--- src/inc/fp_exc_pkg.sv ---
// constants, field layouts and types for the post-compute exception checker
package fp_exc_pkg;

	localparam int ADDR_W = 5;
	localparam int DATA_W = 32;
	localparam int CSR_W = 16;
	localparam int RES_W = 80;
	localparam int EXP_W = 18;
	localparam int FLAG_N = 6;
	localparam int IRQ_N = 3;

	typedef enum logic [1:0] {
		fmt_single = 2'h0,
		fmt_double = 2'h1,
		fmt_ext = 2'h2
	} format_t;

	typedef enum logic [1:0] {
		rnd_nearest = 2'h0,
		rnd_down = 2'h1,
		rnd_up = 2'h2,
		rnd_zero = 2'h3
	} rnd_t;

	// precision control codes of the stack unit
	localparam logic [1:0] PC_SINGLE = 2'h0;
	localparam logic [1:0] PC_DOUBLE = 2'h2;

	// register byte offsets
	localparam logic [ADDR_W-1:0] OFS_SIMD_CSR = 5'h00;
	localparam logic [ADDR_W-1:0] OFS_STK_STATUS = 5'h04;
	localparam logic [ADDR_W-1:0] OFS_STK_CTRL = 5'h08;
	localparam logic [ADDR_W-1:0] OFS_IRQ_STATUS = 5'h0c;
	localparam logic [ADDR_W-1:0] OFS_IRQ_MASK = 5'h10;

	// flag positions inside a six-bit flag or mask group
	localparam int FLAG_OVF = 3;
	localparam int FLAG_UNF = 4;
	localparam int FLAG_PRE = 5;
	localparam logic [FLAG_N-1:0] FLG_OVF = 6'h08;
	localparam logic [FLAG_N-1:0] FLG_UNF = 6'h10;
	localparam logic [FLAG_N-1:0] FLG_PRE = 6'h20;

	// field positions
	localparam int SIMD_MASK_LSB = 7;
	localparam int SIMD_RND_LSB = 13;
	localparam int STK_MASK_LSB = 0;
	localparam int STK_PC_LSB = 8;
	localparam int STK_RND_LSB = 10;
	localparam int STK_RUP_BIT = 9;
	localparam logic [CSR_W-1:0] STK_RUP_MASK = 16'h0200;

	// writable bits and reset values
	localparam logic [CSR_W-1:0] SIMD_RW = 16'h7fbf;
	localparam logic [CSR_W-1:0] STK_STATUS_RW = 16'h023f;
	localparam logic [CSR_W-1:0] STK_CTRL_RW = 16'h0f3f;
	localparam logic [CSR_W-1:0] SIMD_RST = 16'h1f80;
	localparam logic [CSR_W-1:0] STK_STATUS_RST = 16'h0000;
	localparam logic [CSR_W-1:0] STK_CTRL_RST = 16'h033f;

	// interrupt status bits
	localparam int IRQ_OVF = 0;
	localparam int IRQ_UNF = 1;
	localparam int IRQ_PRE = 2;

	// unbiased exponent limits of the rounded result
	localparam logic signed [EXP_W-1:0] OVF_EXP_SINGLE = 18'sd128;
	localparam logic signed [EXP_W-1:0] OVF_EXP_DOUBLE = 18'sd1024;
	localparam logic signed [EXP_W-1:0] OVF_EXP_EXT = 18'sd16384;
	localparam logic signed [EXP_W-1:0] TINY_EXP_SINGLE = -18'sd126;
	localparam logic signed [EXP_W-1:0] TINY_EXP_DOUBLE = -18'sd1022;
	localparam logic signed [EXP_W-1:0] TINY_EXP_EXT = -18'sd16382;

	// encodings, right aligned in the result word
	localparam logic [RES_W-1:0] INF_SINGLE = 80'h7f800000;
	localparam logic [RES_W-1:0] INF_DOUBLE = 80'h7ff0000000000000;
	localparam logic [RES_W-1:0] INF_EXT = 80'h7fff8000000000000000;
	localparam logic [RES_W-1:0] MAXF_SINGLE = 80'h7f7fffff;
	localparam logic [RES_W-1:0] MAXF_DOUBLE = 80'h7fefffffffffffff;
	localparam logic [RES_W-1:0] MAXF_EXT = 80'h7ffeffffffffffffffff;
	localparam logic [RES_W-1:0] SIGN_SINGLE = 80'h80000000;
	localparam logic [RES_W-1:0] SIGN_DOUBLE = 80'h8000000000000000;
	localparam logic [RES_W-1:0] SIGN_EXT = 80'h80000000000000000000;

endpackage : fp_exc_pkg

--- src/inc/fp_exc_ifs.sv ---
// interfaces between the checker top, its bus port and its classifier
`timescale 1ns/1ps
`default_nettype none

interface reg_bus_if;
	import fp_exc_pkg::*;
	logic wr_en;
	logic [ADDR_W-1:0] addr;
	logic [DATA_W-1:0] wdata;
	logic [DATA_W-1:0] rdata;
	modport port (output wr_en, output addr, output wdata, input rdata);
	modport regs (input wr_en, input addr, input wdata, output rdata);
endinterface : reg_bus_if

interface class_if;
	import fp_exc_pkg::*;
	logic ovf;
	logic tiny;
	logic [RES_W-1:0] ovf_default;
	modport calc (output ovf, output tiny, output ovf_default);
	modport user (input ovf, input tiny, input ovf_default);
endinterface : class_if

`default_nettype wire

--- src/core/fp_exc_bus_port.sv ---
// avalon-mm slave handshake with one wait cycle per transfer
`timescale 1ns/1ps
`default_nettype none

module fp_exc_bus_port (
	input wire logic sys_clk,
	input wire logic sys_rst,
	input wire logic [fp_exc_pkg::ADDR_W-1:0] avs_address,
	input wire logic avs_read,
	input wire logic avs_write,
	input wire logic [fp_exc_pkg::DATA_W-1:0] avs_writedata,
	output logic [fp_exc_pkg::DATA_W-1:0] avs_readdata,
	output logic avs_waitrequest,
	reg_bus_if.port bus
);
	import fp_exc_pkg::*;

	logic wait_reg;
	logic [DATA_W-1:0] rdata_reg;
	wire req = avs_read | avs_write;

	// the write lands at the very edge the master sees waitrequest low
	assign bus.wr_en = avs_write & ~wait_reg;
	assign bus.addr = avs_address;
	assign bus.wdata = avs_writedata;
	assign avs_waitrequest = wait_reg;
	assign avs_readdata = rdata_reg;

	always_ff @(posedge sys_clk) begin
		if (sys_rst) begin
			wait_reg <= 1'b1;
			rdata_reg <= '0;
		end else if (req && wait_reg) begin
			wait_reg <= 1'b0;
			if (avs_read) begin
				rdata_reg <= bus.rdata;
			end
		end else begin
			wait_reg <= 1'b1;
		end
	end

endmodule : fp_exc_bus_port

`default_nettype wire

--- src/core/fp_exc_classify.sv ---
// overflow and tininess tests plus the masked overflow value
`timescale 1ns/1ps
`default_nettype none

module fp_exc_classify (
	input wire fp_exc_pkg::format_t fmt,
	input wire fp_exc_pkg::rnd_t rnd,
	input wire logic sign,
	input wire logic signed [fp_exc_pkg::EXP_W-1:0] exp_val,
	input wire logic is_zero,
	class_if.calc cls
);
	import fp_exc_pkg::*;

	wire logic signed [EXP_W-1:0] ovf_exp = (fmt == fmt_single) ? OVF_EXP_SINGLE :
		(fmt == fmt_double) ? OVF_EXP_DOUBLE : OVF_EXP_EXT;
	wire logic signed [EXP_W-1:0] tiny_exp = (fmt == fmt_single) ? TINY_EXP_SINGLE :
		(fmt == fmt_double) ? TINY_EXP_DOUBLE : TINY_EXP_EXT;
	wire logic [RES_W-1:0] inf_mag = (fmt == fmt_single) ? INF_SINGLE :
		(fmt == fmt_double) ? INF_DOUBLE : INF_EXT;
	wire logic [RES_W-1:0] max_mag = (fmt == fmt_single) ? MAXF_SINGLE :
		(fmt == fmt_double) ? MAXF_DOUBLE : MAXF_EXT;
	wire logic [RES_W-1:0] sign_mask = (fmt == fmt_single) ? SIGN_SINGLE :
		(fmt == fmt_double) ? SIGN_DOUBLE : SIGN_EXT;

	// infinity for nearest and where rounding runs away from zero
	wire logic use_inf = (rnd == rnd_nearest) | ((rnd == rnd_up) & ~sign) |
		((rnd == rnd_down) & sign); // [RULE_04] [RULE_05]

	// significand sits in [1,2), so the exponent alone decides
	assign cls.ovf = ~is_zero & (exp_val >= ovf_exp); // [RULE_01] [RULE_02]
	assign cls.tiny = ~is_zero & (exp_val < tiny_exp); // [RULE_07] [RULE_08]
	assign cls.ovf_default = (use_inf ? inf_mag : max_mag) | (sign ? sign_mask : '0); // [RULE_04]

endmodule : fp_exc_classify

`default_nettype wire

--- src/core/fp_post_compute_exception_check.sv ---
// post-computation overflow, underflow and inexact checker with avalon registers
// Notes on behaviour
// RULE_01: overflow is raised when the rounded magnitude exceeds the largest finite value.
// RULE_02: overflow threshold is 2^128, 2^1024 or 2^16384, inclusive, by format.
// RULE_03: masked overflow sets its flag, delivers a default value, no handler.
// RULE_04: masked overflow value: nearest gives signed infinity; down and up by sign.
// RULE_05: up with negative gives largest negative finite; toward zero gives signed largest.
// RULE_06: unmasked overflow sets flag, requests handler; simd keeps, stack writes biased.
// RULE_07: tininess judged on unbounded-exponent rounded result, honouring stack precision.
// RULE_08: tiny means below 2^-126, 2^-1022 or 2^-16382 and non-zero.
// RULE_09: masked underflow flags only tiny and inexact; delivered result is passed.
// RULE_10: unmasked underflow flags any tiny result, simd keeps, stack biased, handler.
// RULE_11: inexact is raised whenever the result is not exactly representable.
// RULE_12: masked inexact alone sets precision flag and writes the rounded result.
// RULE_13: unmasked inexact alone sets flag, writes rounded result, requests handler.
// RULE_14: inexact with masked over/underflow sets both flags; handler only if precision unmasked.
// RULE_15: inexact with unmasked over/underflow to a register sets both flags, handler.
// RULE_16: unmasked over/underflow on a memory store hides inexact and clears roundup bit.
// RULE_17: every class has a flag and a mask; mask picks default or handler.
// RULE_18: flags are sticky; simd flags sit in bits 0-5, masks in 7-12.
// RULE_19: one handler request pulse, same edge as the flag update, if any unmasked.
//
// The Avalon-MM register port and the placing of the registers are this design's own decisions.
`timescale 1ns/1ps
`default_nettype none

module fp_post_compute_exception_check (
	input wire logic sys_clk,
	input wire logic sys_rst,
	input wire logic [fp_exc_pkg::ADDR_W-1:0] avs_address,
	input wire logic avs_read,
	input wire logic avs_write,
	input wire logic [fp_exc_pkg::DATA_W-1:0] avs_writedata,
	output logic [fp_exc_pkg::DATA_W-1:0] avs_readdata,
	output logic avs_waitrequest,
	input wire logic op_valid,
	input wire logic op_stack_unit,
	input wire fp_exc_pkg::format_t op_format,
	input wire logic op_dest_mem,
	input wire logic op_sign,
	input wire logic signed [fp_exc_pkg::EXP_W-1:0] op_exp,
	input wire logic op_zero,
	input wire logic op_inexact,
	input wire logic op_round_up,
	input wire logic [fp_exc_pkg::RES_W-1:0] op_result,
	input wire logic [fp_exc_pkg::RES_W-1:0] op_biased_result,
	output logic res_valid,
	output logic res_write,
	output logic [fp_exc_pkg::RES_W-1:0] res_data,
	output logic handler_req,
	output logic irq
);
	import fp_exc_pkg::*;

	reg_bus_if bus ();
	class_if cls ();

	logic [CSR_W-1:0] simd_fp_control_status_reg;
	logic [CSR_W-1:0] stack_status_reg;
	logic [CSR_W-1:0] stack_ctrl_reg;
	logic [IRQ_N-1:0] irq_status_reg;
	logic [IRQ_N-1:0] irq_mask_reg;
	logic res_valid_reg;
	logic res_write_reg;
	logic [RES_W-1:0] res_data_reg;
	logic handler_req_reg;
	logic irq_reg;

	fp_exc_bus_port u_bus_port (
		.sys_clk(sys_clk),
		.sys_rst(sys_rst),
		.avs_address(avs_address),
		.avs_read(avs_read),
		.avs_write(avs_write),
		.avs_writedata(avs_writedata),
		.avs_readdata(avs_readdata),
		.avs_waitrequest(avs_waitrequest),
		.bus(bus.port)
	);

	// control fields of the unit that issued the operation
	wire logic [1:0] simd_rnd_bits = simd_fp_control_status_reg[SIMD_RND_LSB +: 2];
	wire logic [1:0] stk_rnd_bits = stack_ctrl_reg[STK_RND_LSB +: 2];
	wire logic [1:0] stk_pc_bits = stack_ctrl_reg[STK_PC_LSB +: 2];
	wire rnd_t act_rnd = rnd_t'(op_stack_unit ? stk_rnd_bits : simd_rnd_bits);
	wire logic [FLAG_N-1:0] simd_masks = simd_fp_control_status_reg[SIMD_MASK_LSB +: FLAG_N];
	wire logic [FLAG_N-1:0] stk_masks = stack_ctrl_reg[STK_MASK_LSB +: FLAG_N];
	wire logic [FLAG_N-1:0] act_masks = op_stack_unit ? stk_masks : simd_masks; // [RULE_17]
	wire logic ovf_masked = act_masks[FLAG_OVF];
	wire logic unf_masked = act_masks[FLAG_UNF];
	wire logic pre_masked = act_masks[FLAG_PRE];

	// precision control narrows register results of the stack unit only
	wire format_t pc_format = (stk_pc_bits == PC_SINGLE) ? fmt_single :
		(stk_pc_bits == PC_DOUBLE) ? fmt_double : fmt_ext;
	wire logic use_pc = op_stack_unit & ~op_dest_mem;
	wire format_t eff_format = use_pc ? pc_format : op_format; // [RULE_07]

	fp_exc_classify u_classify (
		.fmt(eff_format),
		.rnd(act_rnd),
		.sign(op_sign),
		.exp_val(op_exp),
		.is_zero(op_zero),
		.cls(cls.calc)
	);

	// detection
	wire logic ovf_hit = op_valid & cls.ovf; // [RULE_01]
	wire logic tiny_hit = op_valid & cls.tiny;
	wire logic ovf_unm = ovf_hit & ~ovf_masked; // [RULE_06]
	wire logic unf_unm = tiny_hit & ~unf_masked; // [RULE_10]
	// masked underflow needs inexactness as well
	wire logic unf_raise = tiny_hit & (unf_masked ? op_inexact : 1'b1); // [RULE_09] [RULE_10]
	wire logic ou_unm = ovf_unm | unf_unm;
	wire logic mem_suppress = ou_unm & op_dest_mem; // [RULE_16]
	wire logic pre_raise = op_valid & op_inexact & ~mem_suppress; // [RULE_11] [RULE_14] [RULE_15]
	wire logic pre_unm = pre_raise & ~pre_masked; // [RULE_13] [RULE_14]
	wire logic handler_next = ou_unm | pre_unm; // [RULE_06] [RULE_10] [RULE_13] [RULE_15] [RULE_19]

	wire logic [FLAG_N-1:0] new_flags = (ovf_hit ? FLG_OVF : '0) |
		(unf_raise ? FLG_UNF : '0) | (pre_raise ? FLG_PRE : '0); // [RULE_14] [RULE_15]

	// destination write: masked overflow default, stack biased, otherwise rounded
	wire logic ovf_default_sel = ovf_hit & ovf_masked; // [RULE_03]
	wire logic biased_sel = ou_unm & use_pc; // [RULE_06] [RULE_10]
	wire logic keep_dest = ou_unm & ~use_pc; // [RULE_06] [RULE_10]
	wire logic [RES_W-1:0] res_sel = ovf_default_sel ? cls.ovf_default :
		biased_sel ? op_biased_result : op_result; // [RULE_03] [RULE_09] [RULE_12] [RULE_13]

	// register decode
	wire logic wr_simd = bus.wr_en & (bus.addr == OFS_SIMD_CSR);
	wire logic wr_stk_status = bus.wr_en & (bus.addr == OFS_STK_STATUS);
	wire logic wr_stk_ctrl = bus.wr_en & (bus.addr == OFS_STK_CTRL);
	wire logic wr_irq_status = bus.wr_en & (bus.addr == OFS_IRQ_STATUS);
	wire logic wr_irq_mask = bus.wr_en & (bus.addr == OFS_IRQ_MASK);
	wire logic [CSR_W-1:0] wdata_csr = bus.wdata[CSR_W-1:0];
	wire logic [IRQ_N-1:0] wdata_irq = bus.wdata[IRQ_N-1:0];
	wire logic [CSR_W-1:0] new_flags_w = {{(CSR_W-FLAG_N){1'b0}}, new_flags};

	// hardware sets win over a software clear in the same cycle
	wire logic simd_op = op_valid & ~op_stack_unit;
	wire logic stk_op = op_valid & op_stack_unit;
	wire logic [CSR_W-1:0] simd_base = (wr_simd ? wdata_csr : simd_fp_control_status_reg) & SIMD_RW;
	wire logic [CSR_W-1:0] simd_next = simd_base | (simd_op ? new_flags_w : '0); // [RULE_18]
	wire logic [CSR_W-1:0] stk_base = (wr_stk_status ? wdata_csr : stack_status_reg) &
		STK_STATUS_RW;
	// roundup bit follows each stack op, cleared on a suppressed store
	wire logic rup_new = ~mem_suppress & pre_raise & op_round_up; // [RULE_16]
	wire logic rup_val = stk_op ? rup_new : stk_base[STK_RUP_BIT];
	wire logic [CSR_W-1:0] stk_status_next = (stk_base & ~STK_RUP_MASK) |
		(rup_val ? STK_RUP_MASK : '0) | (stk_op ? new_flags_w : '0); // [RULE_18]
	wire logic [CSR_W-1:0] stk_ctrl_next = wr_stk_ctrl ? (wdata_csr & STK_CTRL_RW) :
		stack_ctrl_reg;

	// interrupt status, write one to clear
	wire logic [IRQ_N-1:0] irq_set = {pre_raise, unf_raise, ovf_hit};
	wire logic [IRQ_N-1:0] irq_clr = wr_irq_status ? wdata_irq : '0;
	wire logic [IRQ_N-1:0] irq_status_next = (irq_status_reg & ~irq_clr) | irq_set;
	wire logic [IRQ_N-1:0] irq_mask_next = wr_irq_mask ? wdata_irq : irq_mask_reg;

	// read mux, unmapped offsets read zero
	assign bus.rdata = (bus.addr == OFS_SIMD_CSR) ? {16'h0000, simd_fp_control_status_reg} :
		(bus.addr == OFS_STK_STATUS) ? {16'h0000, stack_status_reg} :
		(bus.addr == OFS_STK_CTRL) ? {16'h0000, stack_ctrl_reg} :
		(bus.addr == OFS_IRQ_STATUS) ? {29'h00000000, irq_status_reg} :
		(bus.addr == OFS_IRQ_MASK) ? {29'h00000000, irq_mask_reg} : 32'h00000000;

	always_ff @(posedge sys_clk) begin
		if (sys_rst) begin
			simd_fp_control_status_reg <= SIMD_RST;
			stack_status_reg <= STK_STATUS_RST;
			stack_ctrl_reg <= STK_CTRL_RST;
			irq_status_reg <= '0;
			irq_mask_reg <= '0;
			irq_reg <= 1'b0;
		end else begin
			simd_fp_control_status_reg <= simd_next; // [RULE_18]
			stack_status_reg <= stk_status_next; // [RULE_16] [RULE_18]
			stack_ctrl_reg <= stk_ctrl_next;
			irq_status_reg <= irq_status_next;
			irq_mask_reg <= irq_mask_next;
			irq_reg <= |(irq_status_next & irq_mask_next);
		end
	end

	// result stage lands on the same edge as the flags
	always_ff @(posedge sys_clk) begin
		if (sys_rst) begin
			res_valid_reg <= 1'b0;
			res_write_reg <= 1'b0;
			res_data_reg <= '0;
			handler_req_reg <= 1'b0;
		end else begin
			res_valid_reg <= op_valid;
			res_write_reg <= op_valid & ~keep_dest; // [RULE_06] [RULE_10]
			res_data_reg <= op_valid ? res_sel : res_data_reg;
			handler_req_reg <= op_valid & handler_next; // [RULE_19]
		end
	end

	assign res_valid = res_valid_reg;
	assign res_write = res_write_reg;
	assign res_data = res_data_reg;
	assign handler_req = handler_req_reg;
	assign irq = irq_reg;

endmodule : fp_post_compute_exception_check

`default_nettype wire

--- config.mk ---
export PLATFORM = sky130hd
export DESIGN_NAME = fp_post_compute_exception_check
export DESIGN_NICKNAME = d
export VERILOG_FILES = /design/src/inc/fp_exc_pkg.sv /design/src/inc/fp_exc_ifs.sv /design/src/core/fp_exc_bus_port.sv /design/src/core/fp_exc_classify.sv /design/src/core/fp_post_compute_exception_check.sv
export SDC_FILE = /design/constraint.sdc
export NUM_CORES = 1
export LEC_CHECK = 0
export ABC_CLOCK_PERIOD_IN_PS = 3700
export BUFFER_PORTS_ARGS = -buffer_cell sky130_fd_sc_hd__buf_2
export CORE_AREA = 2 2 135 137
export CTS_CLUSTER_SIZE = 8
export DETAILED_ROUTE_END_ITERATION = 6
export DIE_AREA = 0 0 137 139
export MAX_ROUTING_LAYER = met4
export PLACE_DENSITY = 0.68
export SKIP_LAST_GASP = 1
export SLEW_MARGIN = 15
export SYNTH_ARGS = -nofsm -noshare
export SYNTH_HDL_FRONTEND = slang
export SYNTH_SLANG_ARGS = --single-unit
--- constraint.sdc ---
create_clock -name sys_clk -period 3.7 [get_ports sys_clk]
set_input_delay 0.185 -clock sys_clk [delete_from_list [all_inputs] [get_ports sys_clk]]
set_output_delay 0.185 -clock sys_clk [all_outputs]
set_load 0.05 [all_outputs]
# Word level (Yosys, flattened, before mapping)

Index checks and enable logic that the tools add are counted.

Flip-flop bits (word level): 158
Input bits: 228
Output and inout port bits: 117

$lt $le $gt $ge: 2
Eq/ne operators: 8
Mux-type cells: 37
Bitwise gates (word level): 55
Reductions and logical operators: 7

Operators by type and width:

| operator                                                         | count |
|---|---|
| 80-bit two-way mux                                               | 8 |
| 79-bit two-way mux                                               | 2 |
| 80-bit bitwise OR                                                | 1 |
| 15-bit two-way mux                                               | 3 |
| 18-bit two-way mux                                               | 2 |
| 1-bit AND                                                        | 29 |
| 12-bit two-way mux                                               | 2 |
| 6-bit two-way mux                                                | 4 |
| 10-bit two-way mux                                               | 2 |
| 18-bit greater-or-equal comparator                               | 1 |
| 18-bit < comparator                                              | 1 |
| 15-bit by 6-bit bitwise OR with 15-bit output                    | 1 |
| 14-bit two-way mux                                               | 1 |
| 3-bit two-way mux                                                | 4 |
| 1-bit inverter                                                   | 11 |
| 5-bit by 4-bit == test with 1-bit output (second input constant) | 2 |
| 10-bit by 6-bit bitwise OR with 10-bit output                    | 1 |
| 6-bit by 10-bit bitwise OR with 10-bit output                    | 1 |
| 2-bit two-way mux                                                | 4 |
| 3-bit AND                                                        | 2 |
| 2-bit logical NOT                                                | 3 |
| 5-bit by 6-bit bitwise OR with 6-bit output                      | 1 |
| 5-bit by 3-bit == test with 1-bit output (second input constant) | 1 |
| 5-bit == test (second input constant)                            | 1 |
| 13 further kinds                                                 | 21 |

# Logic depth before layout (Yosys ltp)

Gate-level depths: netlist of the first run.

Word-level depth: 21
Gate-level depth with buffers: 15
Gate-level depth less buffers: 12

# By module

Synthesis of the first run repeated with hierarchy kept, for this count alone.

Cell total of the unflattened synthesis: 1196
Area total of the unflattened synthesis: 9345.2 um^2

Modules (own cells, without submodules):

| module                          | instances | cells each | area each (um^2) | seq. area each (um^2) |
|---|---|---|---|---|
| fp_post_compute_exception_check | 1         | 885        | 6650.1           | 2422.3 |
| fp_exc_bus_port                 | 1         | 187        | 1793.0           | 660.6 |
| fp_exc_classify                 | 1         | 124        | 902.1            | 0.0 |

# Worst setup path before layout of the first run

No wires, ideal clock.

Path type: input to register
Start: input port op_stack_unit
End: register res_data_reg[57], in the netlist res_data[57]
Library setup time: 0.142 ns
Arrival time: 2.888 ns
Required time: 3.558 ns
Slack: 0.671 ns
Stages on the path: 14
Path buffers: 2
Cell sequence: clkbuf_1 nand2b_1 nor3_1 nor2_1 inv_1 ha_1 nor2b_1 nor4b_2 o2111ai_1 nand2_2 o21ai_4 buf_6 mux2i_1 a211oi_2

Word-level cells in the longest chain between the ends: 13
Elaborated cells on any way between the ends: 39
Those cells by class: 2 x order compare; 3 x eq/ne; 15 x mux; 17 x bitwise; 2 x reduce/logical

RTL lines:

| element                                                                   | line                                                                           | text |
|---|---|---|
| start: declaration                                                        | fp_post_compute_exception_check.sv:37                                          | `input wire logic op_stack_unit,` |
| 1-bit AND                                                                 | fp_post_compute_exception_check.sv:96                                          | `wire logic use_pc = op_stack_unit & ~op_dest_mem;` |
| 2-bit two-way mux                                                         | fp_post_compute_exception_check.sv:97                                          | `wire format_t eff_format = use_pc ? pc_format : op_format;` |
| 2-bit by 1-bit == test with 1-bit output                                  | fp_exc_classify.sv:16, fp_exc_classify.sv:18, fp_exc_classify.sv:20            |  |
| 15-bit two-way mux or 14-bit two-way mux (tied branches)                  | fp_exc_classify.sv:16, fp_exc_classify.sv:18                                   |  |
| 18-bit two-way mux (on tied branches)                                     | fp_exc_classify.sv:15, fp_exc_classify.sv:17                                   |  |
| 18-bit greater-or-equal comparator or 18-bit < comparator (tied branches) | fp_exc_classify.sv:31, fp_exc_classify.sv:32                                   |  |
| 1-bit AND (on tied branches)                                              | fp_exc_classify.sv:31, fp_exc_classify.sv:32                                   |  |
| 1-bit AND (on tied branches)                                              | fp_post_compute_exception_check.sv:109, fp_post_compute_exception_check.sv:110 |  |
| 1-bit AND (on tied branches)                                              | fp_post_compute_exception_check.sv:111, fp_post_compute_exception_check.sv:112 |  |
| 1-bit bitwise OR                                                          | fp_post_compute_exception_check.sv:115                                         | `wire logic ou_unm = ovf_unm \| unf_unm;` |
| 1-bit AND                                                                 | fp_post_compute_exception_check.sv:126                                         | `wire logic biased_sel = ou_unm & use_pc;` |
| 80-bit two-way mux                                                        | fp_post_compute_exception_check.sv:129                                         | `biased_sel ? op_biased_result : op_result;` |
| 80-bit two-way mux (*)                                                    | fp_post_compute_exception_check.sv:128                                         | `wire logic [RES_W-1:0] res_sel = ovf_default_sel ? cls.ovf_default :` |
| end signal: assignment                                                    | fp_post_compute_exception_check.sv:197                                         | `res_data_reg <= op_valid ? res_sel : res_data_reg;` |
| end: declaration                                                          | fp_post_compute_exception_check.sv:65                                          | `logic [RES_W-1:0] res_data_reg;` |

Every way passes the cells marked *; elsewhere a longest branch is shown, timed or not.
A chain may end at the register's enable or synchronous reset.

# Worst setup path in the final report of the first run

Start: register stack_ctrl_reg[8]
End: register res_data_reg[68], in the netlist res_data[68]

Word-level cells in the longest chain between the ends: 15
Elaborated cells on any way between the ends: 32
Those cells by class: 2 x order compare; 2 x eq/ne; 16 x mux; 10 x bitwise; 2 x reduce/logical

RTL lines:

| element                                                                   | line                                                                           | text |
|---|---|---|
| start: declaration                                                        | fp_post_compute_exception_check.sv:60                                          | `logic [CSR_W-1:0] stack_ctrl_reg;` |
| start signal: assignment                                                  | fp_post_compute_exception_check.sv:180                                         | `stack_ctrl_reg <= stk_ctrl_next;` |
| 2-bit == test                                                             | fp_post_compute_exception_check.sv:95                                          | `(stk_pc_bits == PC_DOUBLE) ? fmt_double : fmt_ext;` |
| 2-bit two-way mux                                                         | fp_post_compute_exception_check.sv:95                                          |  |
| 2-bit two-way mux (*)                                                     | fp_post_compute_exception_check.sv:94                                          | `wire format_t pc_format = (stk_pc_bits == PC_SINGLE) ? fmt_single :` |
| 2-bit two-way mux (*)                                                     | fp_post_compute_exception_check.sv:97                                          |  |
| 2-bit by 1-bit == test with 1-bit output                                  | n/a                                                                            |  |
| 15-bit two-way mux or 14-bit two-way mux (tied branches)                  | fp_exc_classify.sv:16, fp_exc_classify.sv:18                                   |  |
| 18-bit two-way mux (on tied branches)                                     | fp_exc_classify.sv:15, fp_exc_classify.sv:17                                   |  |
| 18-bit greater-or-equal comparator or 18-bit < comparator (tied branches) | fp_exc_classify.sv:31, fp_exc_classify.sv:32                                   |  |
| 1-bit AND (on tied branches)                                              | fp_exc_classify.sv:31, fp_exc_classify.sv:32                                   |  |
| 1-bit AND (on tied branches)                                              | fp_post_compute_exception_check.sv:109, fp_post_compute_exception_check.sv:110 |  |
| 1-bit AND (on tied branches)                                              | fp_post_compute_exception_check.sv:111, fp_post_compute_exception_check.sv:112 |  |
| 1-bit bitwise OR                                                          | fp_post_compute_exception_check.sv:115                                         |  |
| 1-bit AND                                                                 | fp_post_compute_exception_check.sv:126                                         |  |
| 80-bit two-way mux                                                        | fp_post_compute_exception_check.sv:129                                         |  |
| 80-bit two-way mux (*)                                                    | fp_post_compute_exception_check.sv:128                                         |  |

Marks and branches as above.

==> results of run 1 <==
## stage by stage
stage                     std cells  setup slack, ns  power (W)
after floorplan                 775           0.6707   0.002161
after global placement         1250           0.3099   0.002413
after detailed placement       1250           0.2840   0.002420
after CTS                      1291           0.2551   0.004106
after global routing           1292           0.1226   0.004228
final                          1292           0.4596   0.004067
## layout by cell type (no fill, tap or decap), types with 8 or more instances in the layout
cell type,count
a211oi_1,50
a211oi_2,13
a21oi_1,50
a22oi_1,58
buf_2,306
buf_4,13
clkbuf_16,17
conb_1,18
dfxtp_1,136
dlygate4sd3_1,9
ha_1,8
inv_1,12
mux2i_1,44
nand2_1,82
nand3_1,20
nor2_1,92
nor2b_1,11
o21ai_0,27
## area by class of cell
cell class	count	area [sq um]
clock buffer	21	470.5
clock inverter	11	112.6
antenna	1	2.502
inverter	12	45.04
tap	229	286.5
fill	1706	8777
multi-input combinational	551	3461
timing repair buffer	331	1779
sequential	136	2723
## Yosys cell counts, drive strengths merged (2+ instances only)
master    n
a211o     2
and2      5
a21oi    52
or4       2
o21ai    30
a311oi    2
o31ai     3
buf      37
a222oi    2
o22ai     6
nor3      3
o211a     3
mux2i    44
o21a      3
mux2      2
nor4      4
dfxtp   136
nand3    20
inv      12
nand3b    2
a21boi    2
a21o      3
and3      2
clkbuf   39
a211oi   63
or3       2
nand2    83
o211ai    2
nor2     93
a31oi     5
nor3b     2
nand2b    2
ha        8
nor2b    11
a22oi    58
## critical path: stages (launching register included)
cell and delay (ns):
dfxtp_1 0.43, nor3_1 0.10, nor2_2 0.37, inv_1 0.08
ha_1 0.29, nor2b_1 0.14, nor4b_2 0.15, o2111ai_1 0.38
nand2_2 0.26, o21ai_4 0.25, buf_12 0.23, mux2i_1 0.30
a21oi_1 0.10
## logic make-up (layout without fill, tap and decap cells)
| logic type | count (synthesis) | after routing | synth area share |
|---|---|---|---|
| buffers and inverters | 88 | 375 | 0.07166 |
| other | 1 | 19 | 0.0005712 |
| AND/OR/NAND/NOR | 235 | 235 | 0.1567 |
| adder cells (fa/ha/maj) | 8 | 8 | 0.01525 |
| AO/OA/AOI/OAI | 243 | 243 | 0.2672 |
| flip-flops | 136 | 136 | 0.4147 |
| multiplexers | 47 | 47 | 0.07395 |
## timing repair
item | in CTS | in global routing
gates resized for setup | 0 | 1
setup endpoints to repair | 0 | 34
hold buffers | 9 | 0
endpoints found under the hold margin | 8 | 0
## routing by layer
metal	routed length, microns	global-route usage	part of all wire	vias up
li1	-	-	-	3300
met1	9200	0.2887	0.43	3119
met2	10980	0.3904	0.51	255
met3	1150	0.04020	0.053	23
met4	314	0.05860	0.015	0
met5	0	-	0	-
## worst paths after layout
kind,end,startpoint
setup / recovery,res_data[68],stack_ctrl_reg[8]
hold / removal,simd_fp_control_status_reg[9],avs_writedata[9]
setup reg to reg,res_data[68],stack_ctrl_reg[8]
hold reg to reg,simd_fp_control_status_reg[0],simd_fp_control_status_reg[0]
## power breakdown
group          internal (W)  leakage [nW]  total, W  switching, W
Sequential          0.00154          1.12   0.00158     0.0000370
Combinational      0.000251          2.85  0.000817      0.000565
Clock              0.000992         0.290   0.00167      0.000679
==> results.cfg, run 1 <==
[status]
status = finished clean

[clock_tree]
cts_tree = yes
cts_max_path_buffers = 2
cts_root_buffer = clkbuf_16
cts-buffers-inserted = 17
htreeDepth = 4
post_cts_buffers = 0
cts.sinks = 136
clk_latency_ns = 0.42
clk_pin_slew_ns = 0.06

[layout]
area_growth_pct = 35.26
drive_above_1_share = 0.3625
largest_reg_flops = 80
fin_nets = 1285
fin_area_sq_um = 8880
utilization = 0.5029

[synth]
ys.flop_type = dfxtp_1
syn_avg_cell_area_sq_um = 8.661
syn_area_sq_um = 6565
synth_area_leaders = dfxtp_1 41%, mux2i_1 6.7%, a22oi_1 6.6%
yosys_warnings = 0
yosysTopAreaCell = dfxtp_1
yosysSeqAreaShare = 0.4147
syn_inst = 758
synth-edff-count = 0
ys_async_sr_fraction = 0
ys_seq_elements = 136
synth_top_area_frac = 0.4147
ys_types = 60

[placed_design]
portBuffers = 308
place_area_sq_um = 8195
gp_congestion = 0.8495
hpwl_microns = 16020

[detailed_routing]
remaining_drc_errors = 0
firstDrtPassIters = 5
drt_iter0_drc = 371
post_drt_wl_per_cell_microns = 16.75
drt_wl_total_microns = 21640
postRouteAntennaNets = 0
vias = 6697
vias_per_cell = 5.183

[sta]
setup_tns_ns = 0
hold_viol_final = 0
whs_ns = 0.03188
rsz0062_at_grt = no
finalCritPeriodShare = 0.8758
clock_skew_ns = 0.01268
worstMarginPinSlew_ns = 0.9542
slew_viol_final = 0
finalSetupViolCount = 0
max_slew_margin = 0.3638
max_freq_ghz = 0.3086
fin_crit_ns = 3.240

[global_routing]
track_usage = 0.2329
grt_start_max_net_pins = 94
grt_overflow = 0
first_global_vias = 6383
antenna_found_initial = 1
grt_pass1_wl_microns = 33660

[pwr]
leakagePower_nw = 4.263
p_per_area_nw_per_um2 = 458.0
ir_worst_vdd_mv = 0.3096

[floorplanning]
fp.coreArea_sq_um = 17660
rows = 49
die_area_sq_um = 19040
die_y_microns = 139
die_x_microns = 137
ios = 345
start_util = 0.3718

[critical_path]
worstSetupPathType = reg2reg
crit_required_ns = 3.98
rr_worst_depth = 12
cp_max_fo = 24
ff2ff_setup_slack_ns = 0.46
crit_path_end_kind = flop
critPathLaunchType = flop
critical_path_arrival_ns = 3.53

[worst_hold_path]
hold_depth = 3
holdCritPathClass = in2reg

[flow_run]
maxCapViolCount = 0
Power figures use the tool's default switching activity.
==> run 2: changes to the inputs <==
Settings changed: ABC_CLOCK_PERIOD_IN_PS 3700 to 3570.
Clock period 3.7 ns to 3.57 ns, I/O delays scaled along.
==> results.cfg, run 2 (synthesis gave the netlist of run 1 again) <==
[pwr]
p_int_w = 0.002999
p_comb_frac = 0.195
ir_worst_vdd_mv = 0.2879
pwr-share-clk = 0.428
swShare = 0.3095
leakagePower_nw = 4.296
p_per_area_nw_per_um2 = 485.4
power_frac_seq = 0.377
p_switching_w = 0.001344

[detailed_routing]
drt_wl_total_microns = 21300
firstDrtPassIters = 5
vias_per_cell = 5.144
post_drt_wl_per_cell_microns = 16.43
postRouteAntennaNets = 0
topRoutingLayerUsed = met4
remaining_drc_errors = 0
drt_iter0_drc = 407
vias = 6667
dr_wl_met2_microns = 10600
met1_length_microns = 9154
routed-wl-met3_microns = 1077

[floorplanning]
die_y_microns = 139
start_util = 0.3718
die_x_microns = 137
die_area_sq_um = 19040
ios = 345
rows = 49
fp.coreArea_sq_um = 17660

[layout]
largest_reg_flops = 80
fin_area_sq_um = 8949
layout_common_cells = 306 x buf_2, 136 x dfxtp_1, 93 x nor2_1
final_common_cell = buf_2
area_growth_pct = 36.31
drive_above_1_share = 0.3640
fin_nets = 1289

[clock_tree]
clk_pin_slew_ns = 0.07
post_cts_buffers = 0
htreeDepth = 4
cts_max_path_buffers = 2
cts-buffers-inserted = 17
cts_root_buffer = clkbuf_16
clk_latency_ns = 0.42
cts.sinks = 136
cts_resized = 0
cts_tree = yes
ctsHoldBuffers = 9

[worst_hold_path]
holdPathEnd = stack_ctrl_reg[5]
holdCritPathClass = in2reg
hold_depth = 3
hold_path_startpoint = avs_writedata[5]

[placed_design]
hpwl_microns = 16000
portBuffers = 308
gp_congestion = 0.8683
place_area_sq_um = 8225

[sta]
setup_tns_ns = 0
max_slew_margin = 0.3575
max_freq_ghz = 0.3064
rsz0062_at_grt = no
fin_crit_ns = 3.264
finalCritPeriodShare = 0.9142
worstMarginPinSlew_ns = 0.9638
slew_viol_final = 0
clock_skew_ns = 0.01362
hold_viol_final = 0
finalSetupViolCount = 0

[critical_path]
ff2ff_setup_slack_ns = 0.31
rr_endpoint = res_data[4]
critPathLaunchType = flop
worstReg2RegStart = stack_ctrl_reg[8]
cp_max_fo = 17
critPathMaxStageDelay_ns = 0.44
cp_cell_sequence = nor3_1 -> nor2_1 -> inv_1 -> ha_1 -> a21o_1 -> a22o_1 -> a2111oi_4 -> or2_4 -> o21a_2 -> buf_4 -> a22oi_1 -> a211oi_1
cp_slowest_cell = dfxtp_1
worstSetupPathType = reg2reg
rr_worst_depth = 12
crit_required_ns = 3.91
critical_path_arrival_ns = 3.60
crit_path_end_kind = flop

[global_routing]
grt_start_max_net_pins = 95
first_global_vias = 6193
track_usage = 0.2251
grt_overflow = 0
grt_pass1_wl_microns = 32430
antenna_found_initial = 1

[status]
status = finished clean

[flow_run]
maxCapViolCount = 0
-- run 2: cell count changes in the layout (fill, tap and decap cells not counted), sizes merged --
cell / previous run / this run
buf: 322 / 326
clkinv: 6 / 3
bufinv: 1 / 3
clkbuf: 21 / 19
inv: 16 / 18
clkinvlp: 0 / 1
-- run 2: final cells by class --
type,instances,area (sq um)
clock buffer,19,442.9
antenna,1,2.502
fill,1679,8708
sequential,136,2723
clock inverter,13,181.4
inverter,12,45.04
timing repair buffer,335,1809
multi-input combinational,551,3458
tap,229,286.5
-- run 2: worst max path at each step --
stage,from,to,slack (ns),depth (start not counted)
6_report,stack_ctrl_reg[8],res_data[4],0.31,12
3_3_place_gp,op_dest_mem,res_data[10],0.31,14
5_1_grt,stack_ctrl_reg[8],res_data[10],0.02,12
2_1_floorplan,op_stack_unit,res_data[57],0.55,14
4_1_cts,stack_ctrl_reg[8],res_data[36],0.30,12
3_5_place_dp,op_dest_mem,res_data[6],0.21,14
-- run 2: critical path, delay by kind of cell, from the launching register on --
family	cells	cell delay (ns)
compound gates	6	1.46
simple gates	3	0.62
fa+ha+maj	1	0.31
buf+inv	2	0.34
flops	1	0.44
-- run 2: stage by stage --
stage	total power, W	util	hold slack [ns]	worst slack [ns]	instances
6_report	0.004343	0.5068	0.02776	0.3065	1296
3_3_place_gp	0.002501	0.4658	0.4046	0.3052	1254
5_1_grt	0.004525	0.5068	0.02832	0.01526	1296
3_5_place_dp	0.002509	0.4658	0.4087	0.2125	1254
4_1_cts	0.004379	0.5063	0.01215	0.2998	1295
2_1_floorplan	0.002239	-	0.2944	0.5472	775
-- run 2: power by group through the flow --
stage / Sequential [W] / Combinational [W] / Clock [W]
2_1_floorplan: 0.00192 / 0.000314 / 0
6_report: 0.00164 / 0.000845 / 0.00186
4_1_cts: 0.00164 / 0.000849 / 0.00189
5_1_grt: 0.00165 / 0.000907 / 0.00197
3_3_place_gp: 0.00167 / 0.000834 / 0
3_5_place_dp: 0.00167 / 0.000840 / 0
-- run 2: per-layer routing --
layer  track usage  up-vias
met5             -        -
met4       0.06728        0
met3       0.04057       28
met2        0.3710      239
met1        0.2792     3090
li1              -     3310
